## src/hw/scan_host_pkg.sv

```systemverilog
// Constants, register map and state codes of the scan master host port.
// Assumes one core clock; the host strobe arrives asynchronously to it.
// ===========================================================================
// Functional notes
// - Three address bits select eight registers
// - Eight-bit two-way bus, strobe-timed, asynchronous
// - Reads drive bus only while strobe low
// - Writes never drive the data bus
// - Address at strobe fall, data at rise
// - Ready low while blocked, then access completes
// - Incoming buffer read stalls while empty
// - Outgoing write stalls while full or clearing
// - Busy opcode stalls config, command, counter writes
// - Software reset write never stalls
// - Writes lead reads by five at most in full-duplex retimed commands
// - All readable; status, incoming buffer read-only
// - Pin control writes during command dropped; outgoing writes pass
// - Reserved read-only bits read zero
// - Stall causes other than the full-duplex lead limit visible in status and command
package scan_host_pkg;

  // ===========================================================================
  // Register offsets
  localparam logic [2:0] ADDR_MODE_CFG_A = 3'h0;
  localparam logic [2:0] ADDR_DIV_CFG_B = 3'h1;
  localparam logic [2:0] ADDR_STATUS = 3'h2;
  localparam logic [2:0] ADDR_COMMAND = 3'h3;
  localparam logic [2:0] ADDR_OUTGOING = 3'h4;
  localparam logic [2:0] ADDR_INCOMING = 3'h5;
  localparam logic [2:0] ADDR_COUNTER = 3'h6;
  localparam logic [2:0] ADDR_PIN_CTL = 3'h7;

  // ===========================================================================
  // Reset values
  localparam logic [7:0] RST_MODE_CFG_A = 8'h00;
  localparam logic [7:0] RST_DIV_CFG_B = 8'h80;
  localparam logic [7:0] RST_COMMAND = 8'h00;
  localparam logic [7:0] RST_PIN_CTL = 8'h00;

  // ===========================================================================
  // Field positions
  localparam int SOFTWARE_RESET_BIT_BIT = 7;      // Software reset bit in command
  localparam int OPCODE_MSB = 3;     // Command opcode field top bit
  localparam int RETIME_MSB = 3;     // Retiming delay field top bit

  // ===========================================================================
  // Counts
  localparam int DATA_W = 8;         // Host bus width
  localparam int FIFO_DEPTH = 4;     // Scan buffer depth in words
  localparam logic [2:0] LEAD_LIMIT = 3'h5; // Max writes ahead of reads

  // Access sequencer states
  typedef enum logic [2:0] {
    ST_IDLE = 3'b001,
    ST_WAIT = 3'b010,
    ST_GRANT = 3'b100
  } access_state_e;

endpackage

```

## src/hw/sync_bit.sv

```systemverilog
// Two-flop synchroniser for one level into the core clock.
// Assumes the input may change at any time relative to clk_sys.
`timescale 1ns/1ps
`default_nettype none
module sync_bit #(
  parameter logic RESET_VAL = 1'b1
) (
  // Clock and reset
  input wire logic clk_sys,
  input wire logic rst,
  // Level in and out
  input wire logic asyncIn,
  output logic syncOut
);

  // ===========================================================================
  // Synchroniser stages
  logic meta_q;   // First stage, read only by second
  logic sync_q;   // Second stage

  // Two stages, constant reset
  always_ff @(posedge clk_sys or posedge rst) begin
    if (rst) begin
      meta_q <= RESET_VAL;
      sync_q <= RESET_VAL;
    end else begin
      meta_q <= asyncIn;
      sync_q <= meta_q;
    end
  end

  assign syncOut = sync_q;

endmodule
`default_nettype wire

```

## src/hw/host_fifo.sv

```systemverilog
// Small synchronous FIFO for the scan data buffers.
// Assumes DEPTH is a power of two so pointers wrap naturally.
`timescale 1ns/1ps
`default_nettype none
module host_fifo #(
  parameter int WIDTH = 8,
  parameter int DEPTH = 4
) (
  // Clock and reset
  input wire logic clk_sys,
  input wire logic rst,
  // Drop all contents
  input wire logic flush,
  // Fill side
  input wire logic [WIDTH-1:0] inData,
  input wire logic inValid,
  output logic inReady,
  // Drain side
  output logic [WIDTH-1:0] outData,
  output logic outValid,
  input wire logic outReady
);

  localparam int AW = $clog2(DEPTH);
  localparam logic [AW:0] FULL_COUNT = DEPTH[AW:0];

  // ===========================================================================
  // Storage and pointers
  logic [WIDTH-1:0] mem_q [DEPTH];   // Word storage
  logic [AW-1:0] wrPtr_q, wrPtr_d;   // Next slot to fill
  logic [AW-1:0] rdPtr_q, rdPtr_d;   // Oldest word
  logic [AW:0] count_q, count_d;     // Words held
  logic push, pop;

  // Honest full and empty
  assign inReady = count_q != FULL_COUNT;
  assign outValid = count_q != '0;
  assign outData = mem_q[rdPtr_q];
  assign push = inValid && inReady;
  assign pop = outValid && outReady;

  // Next pointers and count
  always_comb begin
    wrPtr_d = wrPtr_q;
    rdPtr_d = rdPtr_q;
    count_d = count_q;
    if (flush) begin
      wrPtr_d = '0;
      rdPtr_d = '0;
      count_d = '0;
    end else begin
      if (push) wrPtr_d = wrPtr_q + 1'b1;
      if (pop) rdPtr_d = rdPtr_q + 1'b1;
      if (push && !pop) count_d = count_q + 1'b1;
      else if (pop && !push) count_d = count_q - 1'b1;
    end
  end

  // Register state
  always_ff @(posedge clk_sys or posedge rst) begin
    if (rst) begin
      wrPtr_q <= '0;
      rdPtr_q <= '0;
      count_q <= '0;
    end else begin
      wrPtr_q <= wrPtr_d;
      rdPtr_q <= rdPtr_d;
      count_q <= count_d;
    end
  end

  // Word storage, no reset needed
  always_ff @(posedge clk_sys) begin
    if (push && !flush) begin
      mem_q[wrPtr_q] <= inData;
    end
  end

endmodule
`default_nettype wire

```

## src/hw/scan_master_host_port.sv

```systemverilog
// Host register port of the scan master: strobe decode, wait states,
// register file and the two scan data buffers.
// Assumes the scan engine outside drains/fills the buffers and reports
// command completion and sequencer state.
`timescale 1ns/1ps
`default_nettype none
module scan_master_host_port
  import scan_host_pkg::*;
(
  // Core clock and reset
  input wire logic clk_sys,
  input wire logic rst,
  // Host bus pins
  input wire logic accessStrobeN,
  input wire logic readNotWrite,
  input wire logic [2:0] hostAddr,
  input wire logic [7:0] hostDataIn,
  output logic [7:0] hostDataOut,
  output logic hostDataOe,
  output logic hostReady,
  // Scan engine status
  input wire logic commandDone,
  input wire logic counterStateFlag,
  input wire logic [3:0] sequencerStateField,
  input wire logic outgoingClearing,
  input wire logic fullDuplexScan,
  input wire logic [7:0] counterReadData,
  // Outgoing scan data to engine
  output logic [7:0] scanOutData,
  output logic scanOutValid,
  input wire logic scanOutReady,
  // Incoming scan data from engine
  input wire logic [7:0] scanInData,
  input wire logic scanInValid,
  output logic scanInReady,
  // Register outputs to engine
  output logic [7:0] modeConfigA,
  output logic [7:0] dividerRetimeConfigB,
  output logic [7:0] commandControl,
  output logic [7:0] pinDirectControl,
  output logic softwareResetPulse,
  output logic counterWriteStrobe,
  output logic [7:0] counterWriteData
);

  // ===========================================================================
  // Strobe crossing
  logic strobeSyncN;   // Strobe level in core domain
  logic strobeLow;     // Synchronised strobe active

  sync_bit #(
    .RESET_VAL(1'b1)
  ) u_strobe_sync (
    .clk_sys(clk_sys),
    .rst(rst),
    .asyncIn(accessStrobeN),
    .syncOut(strobeSyncN)
  );
  assign strobeLow = !strobeSyncN;

  // ===========================================================================
  // Scan buffers
  logic outPush;          // Host write to outgoing buffer
  logic outInReady;       // Outgoing buffer not full
  logic inPop;            // Host read of incoming buffer
  logic inHasData;        // Incoming buffer not empty
  logic [7:0] inHeadData; // Oldest incoming word
  logic [7:0] wrData_q, wrData_d; // Last bus value under strobe

  // Outgoing buffer, cleared at scan start
  host_fifo #(
    .WIDTH(DATA_W),
    .DEPTH(FIFO_DEPTH)
  ) u_out_fifo (
    .clk_sys(clk_sys),
    .rst(rst),
    .flush(outgoingClearing || softwareResetPulse),
    .inData(wrData_q),
    .inValid(outPush),
    .inReady(outInReady),
    .outData(scanOutData),
    .outValid(scanOutValid),
    .outReady(scanOutReady)
  );

  // Incoming buffer, engine stalls when full
  host_fifo #(
    .WIDTH(DATA_W),
    .DEPTH(FIFO_DEPTH)
  ) u_in_fifo (
    .clk_sys(clk_sys),
    .rst(rst),
    .flush(softwareResetPulse),
    .inData(scanInData),
    .inValid(scanInValid),
    .inReady(scanInReady),
    .outData(inHeadData),
    .outValid(inHasData),
    .outReady(inPop)
  );

  // ===========================================================================
  // Access state
  access_state_e state_q, state_d;       // Access sequencer
  logic [2:0] addr_q, addr_d;            // Captured register index
  logic rd_q, rd_d;                      // Captured direction
  logic [7:0] readData_q, readData_d;    // Data presented on reads
  logic commit;                          // Access finished at strobe rise

  logic busy;          // Command opcode nonzero
  logic guarded;       // Register held off while busy
  logic limitActive;   // Lead limit applies
  logic [2:0] lead_q, lead_d;  // Writes ahead of reads
  logic blocked;       // Current access must wait
  logic [7:0] statusValue;
  logic [7:0] readMux;
  logic [7:0] outLast_q, outLast_d;   // Last outgoing word written

  assign busy = commandControl[OPCODE_MSB:0] != '0;
  assign limitActive = busy && fullDuplexScan && (dividerRetimeConfigB[RETIME_MSB:0] != '0);
  assign guarded = (addr_q == ADDR_MODE_CFG_A) || (addr_q == ADDR_DIV_CFG_B)
                || (addr_q == ADDR_COMMAND) || (addr_q == ADDR_COUNTER);

  assign statusValue = {!inHasData, !outInReady || outgoingClearing, counterStateFlag,
                        1'b0, sequencerStateField};

  // Block conditions for the captured access
  always_comb begin
    blocked = 1'b0;
    if (rd_q) begin
      blocked = (addr_q == ADDR_INCOMING) && !inHasData;
    end else if (addr_q == ADDR_OUTGOING) begin
      blocked = !outInReady || outgoingClearing || (limitActive && lead_q >= LEAD_LIMIT);
    end else begin
      blocked = busy && guarded && !(addr_q == ADDR_COMMAND && hostDataIn[SOFTWARE_RESET_BIT_BIT]);
    end
  end

  always_comb begin
    case (addr_q)
      ADDR_MODE_CFG_A: readMux = modeConfigA;
      ADDR_DIV_CFG_B: readMux = dividerRetimeConfigB;
      ADDR_STATUS: readMux = statusValue;
      ADDR_COMMAND: readMux = commandControl;
      ADDR_OUTGOING: readMux = outLast_q;
      ADDR_INCOMING: readMux = inHeadData;
      ADDR_COUNTER: readMux = counterReadData;
      ADDR_PIN_CTL: readMux = pinDirectControl;
      default: readMux = 8'h00;
    endcase
  end

  // Sequencer next state
  always_comb begin
    state_d = state_q;
    addr_d = addr_q;
    rd_d = rd_q;
    readData_d = readData_q;
    commit = 1'b0;
    wrData_d = accessStrobeN ? wrData_q : hostDataIn;
    case (state_q)
      ST_IDLE: begin
        if (strobeLow) begin
          addr_d = hostAddr;
          rd_d = readNotWrite;
          state_d = ST_WAIT;
        end
      end
      ST_WAIT: begin
        if (!strobeLow) begin
          state_d = ST_IDLE;
        end else if (!blocked) begin
          state_d = ST_GRANT;
          readData_d = readMux;
        end
      end
      ST_GRANT: begin
        // Finish at strobe rise
        if (!strobeLow) begin
          state_d = ST_IDLE;
          commit = 1'b1;
        end
      end
      default: state_d = ST_IDLE;
    endcase
  end

  // Register sequencer
  always_ff @(posedge clk_sys or posedge rst) begin
    if (rst) begin
      state_q <= ST_IDLE;
      addr_q <= '0;
      rd_q <= 1'b0;
      wrData_q <= '0;
      readData_q <= '0;
    end else begin
      state_q <= state_d;
      addr_q <= addr_d;
      rd_q <= rd_d;
      wrData_q <= wrData_d;
      readData_q <= readData_d;
    end
  end

  // ===========================================================================
  // Register file
  logic [7:0] cfgA_q, cfgA_d;
  logic [7:0] cfgB_q, cfgB_d;
  logic [7:0] cmd_q, cmd_d;
  logic [7:0] pinCtl_q, pinCtl_d;
  logic swReset_q, swReset_d;
  logic ctrWr_q, ctrWr_d;
  logic [7:0] ctrData_q, ctrData_d;
  logic wrCommit;

  assign wrCommit = commit && !rd_q;
  assign outPush = wrCommit && (addr_q == ADDR_OUTGOING);
  assign inPop = commit && rd_q && (addr_q == ADDR_INCOMING);

  // Register writes and lead count
  always_comb begin
    cfgA_d = cfgA_q;
    cfgB_d = cfgB_q;
    cmd_d = cmd_q;
    pinCtl_d = pinCtl_q;
    outLast_d = outLast_q;
    swReset_d = 1'b0;
    ctrWr_d = 1'b0;
    ctrData_d = ctrData_q;
    // Engine ends command
    if (commandDone) cmd_d[OPCODE_MSB:0] = '0;
    if (wrCommit) begin
      case (addr_q)
        ADDR_MODE_CFG_A: cfgA_d = wrData_q;
        ADDR_DIV_CFG_B: cfgB_d = wrData_q;
        ADDR_COMMAND: begin
          if (wrData_q[SOFTWARE_RESET_BIT_BIT]) begin
            cmd_d = {1'b0, wrData_q[6:4], 4'h0};
            swReset_d = 1'b1;
          end else begin
            cmd_d = wrData_q;
          end
        end
        ADDR_OUTGOING: outLast_d = wrData_q;
        ADDR_COUNTER: begin
          ctrWr_d = 1'b1;
          ctrData_d = wrData_q;
        end
        ADDR_PIN_CTL: if (!busy) pinCtl_d = wrData_q;
        default: cfgA_d = cfgA_q;
      endcase
    end
    lead_d = lead_q;
    if (!limitActive) begin
      lead_d = '0;
    end else if (outPush && !inPop) begin
      lead_d = lead_q + 3'h1;
    end else if (inPop && !outPush && lead_q != '0) begin
      lead_d = lead_q - 3'h1;
    end
  end

  // Register file flops
  always_ff @(posedge clk_sys or posedge rst) begin
    if (rst) begin
      cfgA_q <= RST_MODE_CFG_A;
      cfgB_q <= RST_DIV_CFG_B;
      cmd_q <= RST_COMMAND;
      pinCtl_q <= RST_PIN_CTL;
      outLast_q <= '0;
      swReset_q <= 1'b0;
      ctrWr_q <= 1'b0;
      ctrData_q <= '0;
      lead_q <= '0;
    end else begin
      cfgA_q <= cfgA_d;
      cfgB_q <= cfgB_d;
      cmd_q <= cmd_d;
      pinCtl_q <= pinCtl_d;
      outLast_q <= outLast_d;
      swReset_q <= swReset_d;
      ctrWr_q <= ctrWr_d;
      ctrData_q <= ctrData_d;
      lead_q <= lead_d;
    end
  end

  // ===========================================================================
  // Outputs
  assign modeConfigA = cfgA_q;
  assign dividerRetimeConfigB = cfgB_q;
  assign commandControl = cmd_q;
  assign pinDirectControl = pinCtl_q;
  assign softwareResetPulse = swReset_q;
  assign counterWriteStrobe = ctrWr_q;
  assign counterWriteData = ctrData_q;
  assign hostDataOut = readData_q;
  assign hostDataOe = !accessStrobeN && readNotWrite;
  assign hostReady = accessStrobeN || (state_q == ST_GRANT);
endmodule
`default_nettype wire

```

## config.mk

```make
export PLATFORM = sky130hd
export DESIGN_NAME = scan_master_host_port
export DESIGN_NICKNAME = d
export VERILOG_FILES = /design/src/hw/scan_host_pkg.sv /design/src/hw/sync_bit.sv /design/src/hw/host_fifo.sv /design/src/hw/scan_master_host_port.sv
export SDC_FILE = /design/constraint.sdc
export NUM_CORES = 1
export LEC_CHECK = 0
export ABC_AREA = 1
export BUFFER_PORTS_ARGS = -buffer_cell sky130_fd_sc_hd__buf_2
export CAP_MARGIN = 20
export CELL_PAD_IN_SITES_DETAIL_PLACEMENT = 1
export CELL_PAD_IN_SITES_GLOBAL_PLACEMENT = 1
export CORE_UTILIZATION = 35
export CTS_CLUSTER_DIAMETER = 120
export DETAILED_ROUTE_END_ITERATION = 10
export PLACE_DENSITY_LB_ADDON = 0.05
export SLEW_MARGIN = 25
export SYNTH_ARGS = -nofsm -noshare
export SYNTH_HDL_FRONTEND = slang
export SYNTH_SLANG_ARGS = --single-unit
```

## constraint.sdc

```tcl
create_clock -name clk_sys -period 5.6 [get_ports clk_sys]
set_input_delay 1.12 -clock clk_sys [delete_from_list [all_inputs] [get_ports clk_sys]]
set_output_delay 1.12 -clock clk_sys [all_outputs]
set_load 0.005 [all_outputs]
```

==> results.yml <==
status:
  status: "finished clean"
setup_path:
  setup.worst_path.start_class: "flop"
  critical_path_maximum_fanout: 18
  critical_path.endpoint_type: "output port"
  required_time_of_the_critical_path_ps: 4480
  timing_worst_setup_path_type: "reg2out"
  crit_chain: "inv_1 > o21ai_0 > o22ai_1 > buf_2"
  critical_path_arrival_ps: 2120
  timing.critical_path.from: "u_out_fifo.rdPtr_q[0]"
  timing.critical_path.slowest_cell_delay_ps: 680
  reg2reg_slack_ps: 2630
  regToRegStartpoint: "addr_q[0]"
  critPathSlowestCell: "sky130_fd_sc_hd__dfrtp_1"
global_routing:
  grt_antenna_before_repair: 0
  grt_pass1_wl_microns: 33300
  first_global_vias: 5934
  track_usage_pct: 21.7
  maximum_number_of_pins_on_one_net_before_global_route_repair: 50
  grt_overflow: 0
yosys:
  netlist.area_leader.share_pct: 30.5
  biggest_area_contributors_in_the_synthesized_netlist: "sky130_fd_sc_hd__dfrtp_1 31%, sky130_fd_sc_hd__edfxtp_1 27%, sky130_fd_sc_hd__nand2_1 8.8%"
  synth-simple-area-share_pct: 22.2
  synthesis.yosys.warnings: 0
  portion_of_netlist_area_occupied_by_mux_cells_pct: 0
  synth_fa_ha_area_share_pct: 2.42
  synth_most_common_cell: "sky130_fd_sc_hd__nand2_1"
  synth_async_sr_flop_share_pct: 58.7
  synthesis.instances: 766
  synthesis.nets: 819
  netlist_area_sq_um: 7130
  largest_family_of_logic_cells_by_synthesized_area: "simple AND/OR/NAND/NOR gates"
  synth_cell_type_count: 34
  synth_compound_gate_area_share_pct: 9.00
  synth-seq-cells: 155
  synthFlopType: "sky130_fd_sc_hd__dfrtp_1"
  synthesis.area_per_instance_sq_um: 9.31
  synth-edff-count: 64
  ys_top_cells_by_count: "167 x sky130_fd_sc_hd__nand2_1, 94 x sky130_fd_sc_hd__nor2_1, 87 x sky130_fd_sc_hd__dfrtp_1"
  synth_area_in_xor_xnor_pct: 0.123
  synth_seq_area_share_pct: 58.9
  yosysTopAreaCell: "sky130_fd_sc_hd__dfrtp_1"
timing:
  setup-violations-final: 0
  report.final.hold_viol_count: 0
  rsz0062_at_grt: "false"
  setup_total_negative_slack_ps: 0
  worst-slew-pin-transition_ps: 988
  fmaxAchievable_mhz: 308
  slew_headroom_pct: 34.1
  final_period_minus_worst_setup_slack_ps: 3240
  post-route-period-util_pct: 57.9
  fin_worst_skew_ps: 9.27
  slew_viol_final: 0
clocking:
  cts_buffer_count: 17
  clock_latency_ps: 430
  cts_root_buffer: "sky130_fd_sc_hd__clkbuf_16"
  path_clk_slew_ps: 70
  cts_buffer_depth: 2
  htree_num_levels: 4
  cts_post_setup_buffers_inserted: 0
  clkSinkCount: 155
  cts_hold_buf: 0
  cts_tree: "built"
  cts-resized-gates: 0
die:
  placementRows: 51
  design.core.area_sq_um: 19700
  die_h_microns: 145
  dieWidth_microns: 145
  floorplan.io_pins: 103
  floorplan.die_area_sq_um: 21000
  start_util_pct: 36.2
layout:
  diodes: 0
  area_delta_synth_final_pct: 17.6
  final.fill_count: 2324
  design.final.nets: 915
  drive_above_1_share_pct: 19.1
  finalCoreUtilization_pct: 42.5
drt:
  routed_wirelength_microns: 21500
  wl_per_cell_microns: 18.8
  dr_total_vias: 5642
  ant_nets: 0
  post-route-drc-count: 0
  vias_per_cell: 4.95
  detail_route.first_pass.iterations: 4
  drt_iter0_markers: 355
placement:
  place.gp.congestion: 0.812
  numPortBuffers: 101
  place.detailed.hpwl_microns: 16200
hold_path:
  holdCritPathClass: "reg2reg"
  hp-start: "u_strobe_sync.meta_q"
power_and_ir_drop:
  static-leakage-power_nw: 3.95
  max_ir_drop_vdd_mv: 0.232
  total_power_mw: 3.54
  pwr_density_cell_nw_per_um2: 422
flow_run:
  timing.max_cap.violations: 0
[critical path: cells and delay by family, from the launching register on]
kind,cells,cell delay [ps]
buffers and inverters,2,590
DFF,1,680
AOI/OAI and AO/OA,2,420
[state kept, by name, indices dropped and copies added, names as in the netlist, 7 cells and up]
register,cells
counterWriteData,8
u_in_fifo.mem_q,32
u_out_fifo.mem_q,32
pinDirectControl,8
modeConfigA,8
wrData_q,8
dividerRetimeConfigB,8
hostDataOut,8
outLast_q,8
commandControl,7
[through the flow]
step	instances	setup slack (ps)	area, sq um	hold slack (ps)
final	1140	2360	8390	361
after global routing	1140	2180	8390	367
after CTS	1140	2360	8390	360
after detailed placement	1108	2630	7800	350
after global placement	1108	2640	7800	350
after floorplan	766	2120	7130	345
[kinds of logic (layout without fill, tap and decap cells)]
| logic type | Yosys count | after routing |
|---|---|---|
| xor+xnor | 1 | 1 |
| other cells | 1 | 1 |
| simple gates | 361 | 361 |
| compound gates | 121 | 121 |
| flops | 155 | 155 |
| fa+ha+maj | 12 | 12 |
| buf+inv | 115 | 224 |
[metal layers]
layer	wire [microns]	part of all wire [%]	track usage, %	vias to the layer above
li1	-	-	-	2718
met1	9590	45	28.2	2777
met2	10500	49	36.7	124
met3	896	4.2	3.65	23
met4	419	2.0	7.04	0
met5	0	0	0	-
[layout by cell type, fill, tap and decap left out, types with 3 or more instances in the layout]
cell type / n
sky130_fd_sc_hd__nand2_1: 167
sky130_fd_sc_hd__buf_2: 101
sky130_fd_sc_hd__nor2_1: 94
sky130_fd_sc_hd__dfrtp_1: 87
sky130_fd_sc_hd__inv_1: 81
sky130_fd_sc_hd__edfxtp_1: 64
sky130_fd_sc_hd__o21ai_0: 59
sky130_fd_sc_hd__nand3_1: 54
sky130_fd_sc_hd__a21oi_1: 28
sky130_fd_sc_hd__nand4_1: 26
sky130_fd_sc_hd__clkbuf_16: 17
sky130_fd_sc_hd__o21ai_1: 16
sky130_fd_sc_hd__o22ai_1: 11
sky130_fd_sc_hd__ha_1: 9
sky130_fd_sc_hd__inv_2: 5
sky130_fd_sc_hd__nor2_4: 5
sky130_fd_sc_hd__nand2_2: 4
sky130_fd_sc_hd__o21ai_2: 4
sky130_fd_sc_hd__inv_6: 4
sky130_fd_sc_hd__inv_8: 4
sky130_fd_sc_hd__dfstp_2: 4
sky130_fd_sc_hd__nand3_2: 3
sky130_fd_sc_hd__nor2_2: 3
sky130_fd_sc_hd__fa_1: 3
sky130_fd_sc_hd__clkinv_8: 3
[worst paths after layout]
| check | end | depth (start not counted) |
|---|---|---|
| hold reg to reg | u_strobe_sync.syncOut | 0 |
| hold / removal | u_strobe_sync.syncOut | 0 |
| setup / recovery | scanOutData[7] | 4 |
| min in group asynchronous | u_out_fifo.count_q[1] | 2 |
| max in group asynchronous | dividerRetimeConfigB[7] | 3 |
| setup reg to reg | u_out_fifo.count_q[2] | 11 |
[final cells by class]
cell class                      instances  area [sq um]  share of cell area, %
Sequential cell                       155          4200                   50.1
Multi-Input combinational cell        496          2410                   28.8
Timing Repair Buffer                  103           520                   6.21
Clock buffer                           17           425                   5.07
Inverter                               89           337                   4.01
Tap cell                              265           332                   3.95
Clock inverter                         15           155                   1.85
[power breakdown]
group | internal (mW) | switching, mW | total, mW
logic | 0.284 | 0.562 | 0.846
clock network | 0.594 | 0.540 | 1.13
registers | 1.36 | 0.200 | 1.56
Note: power is estimated with default switching activity, not from simulation.
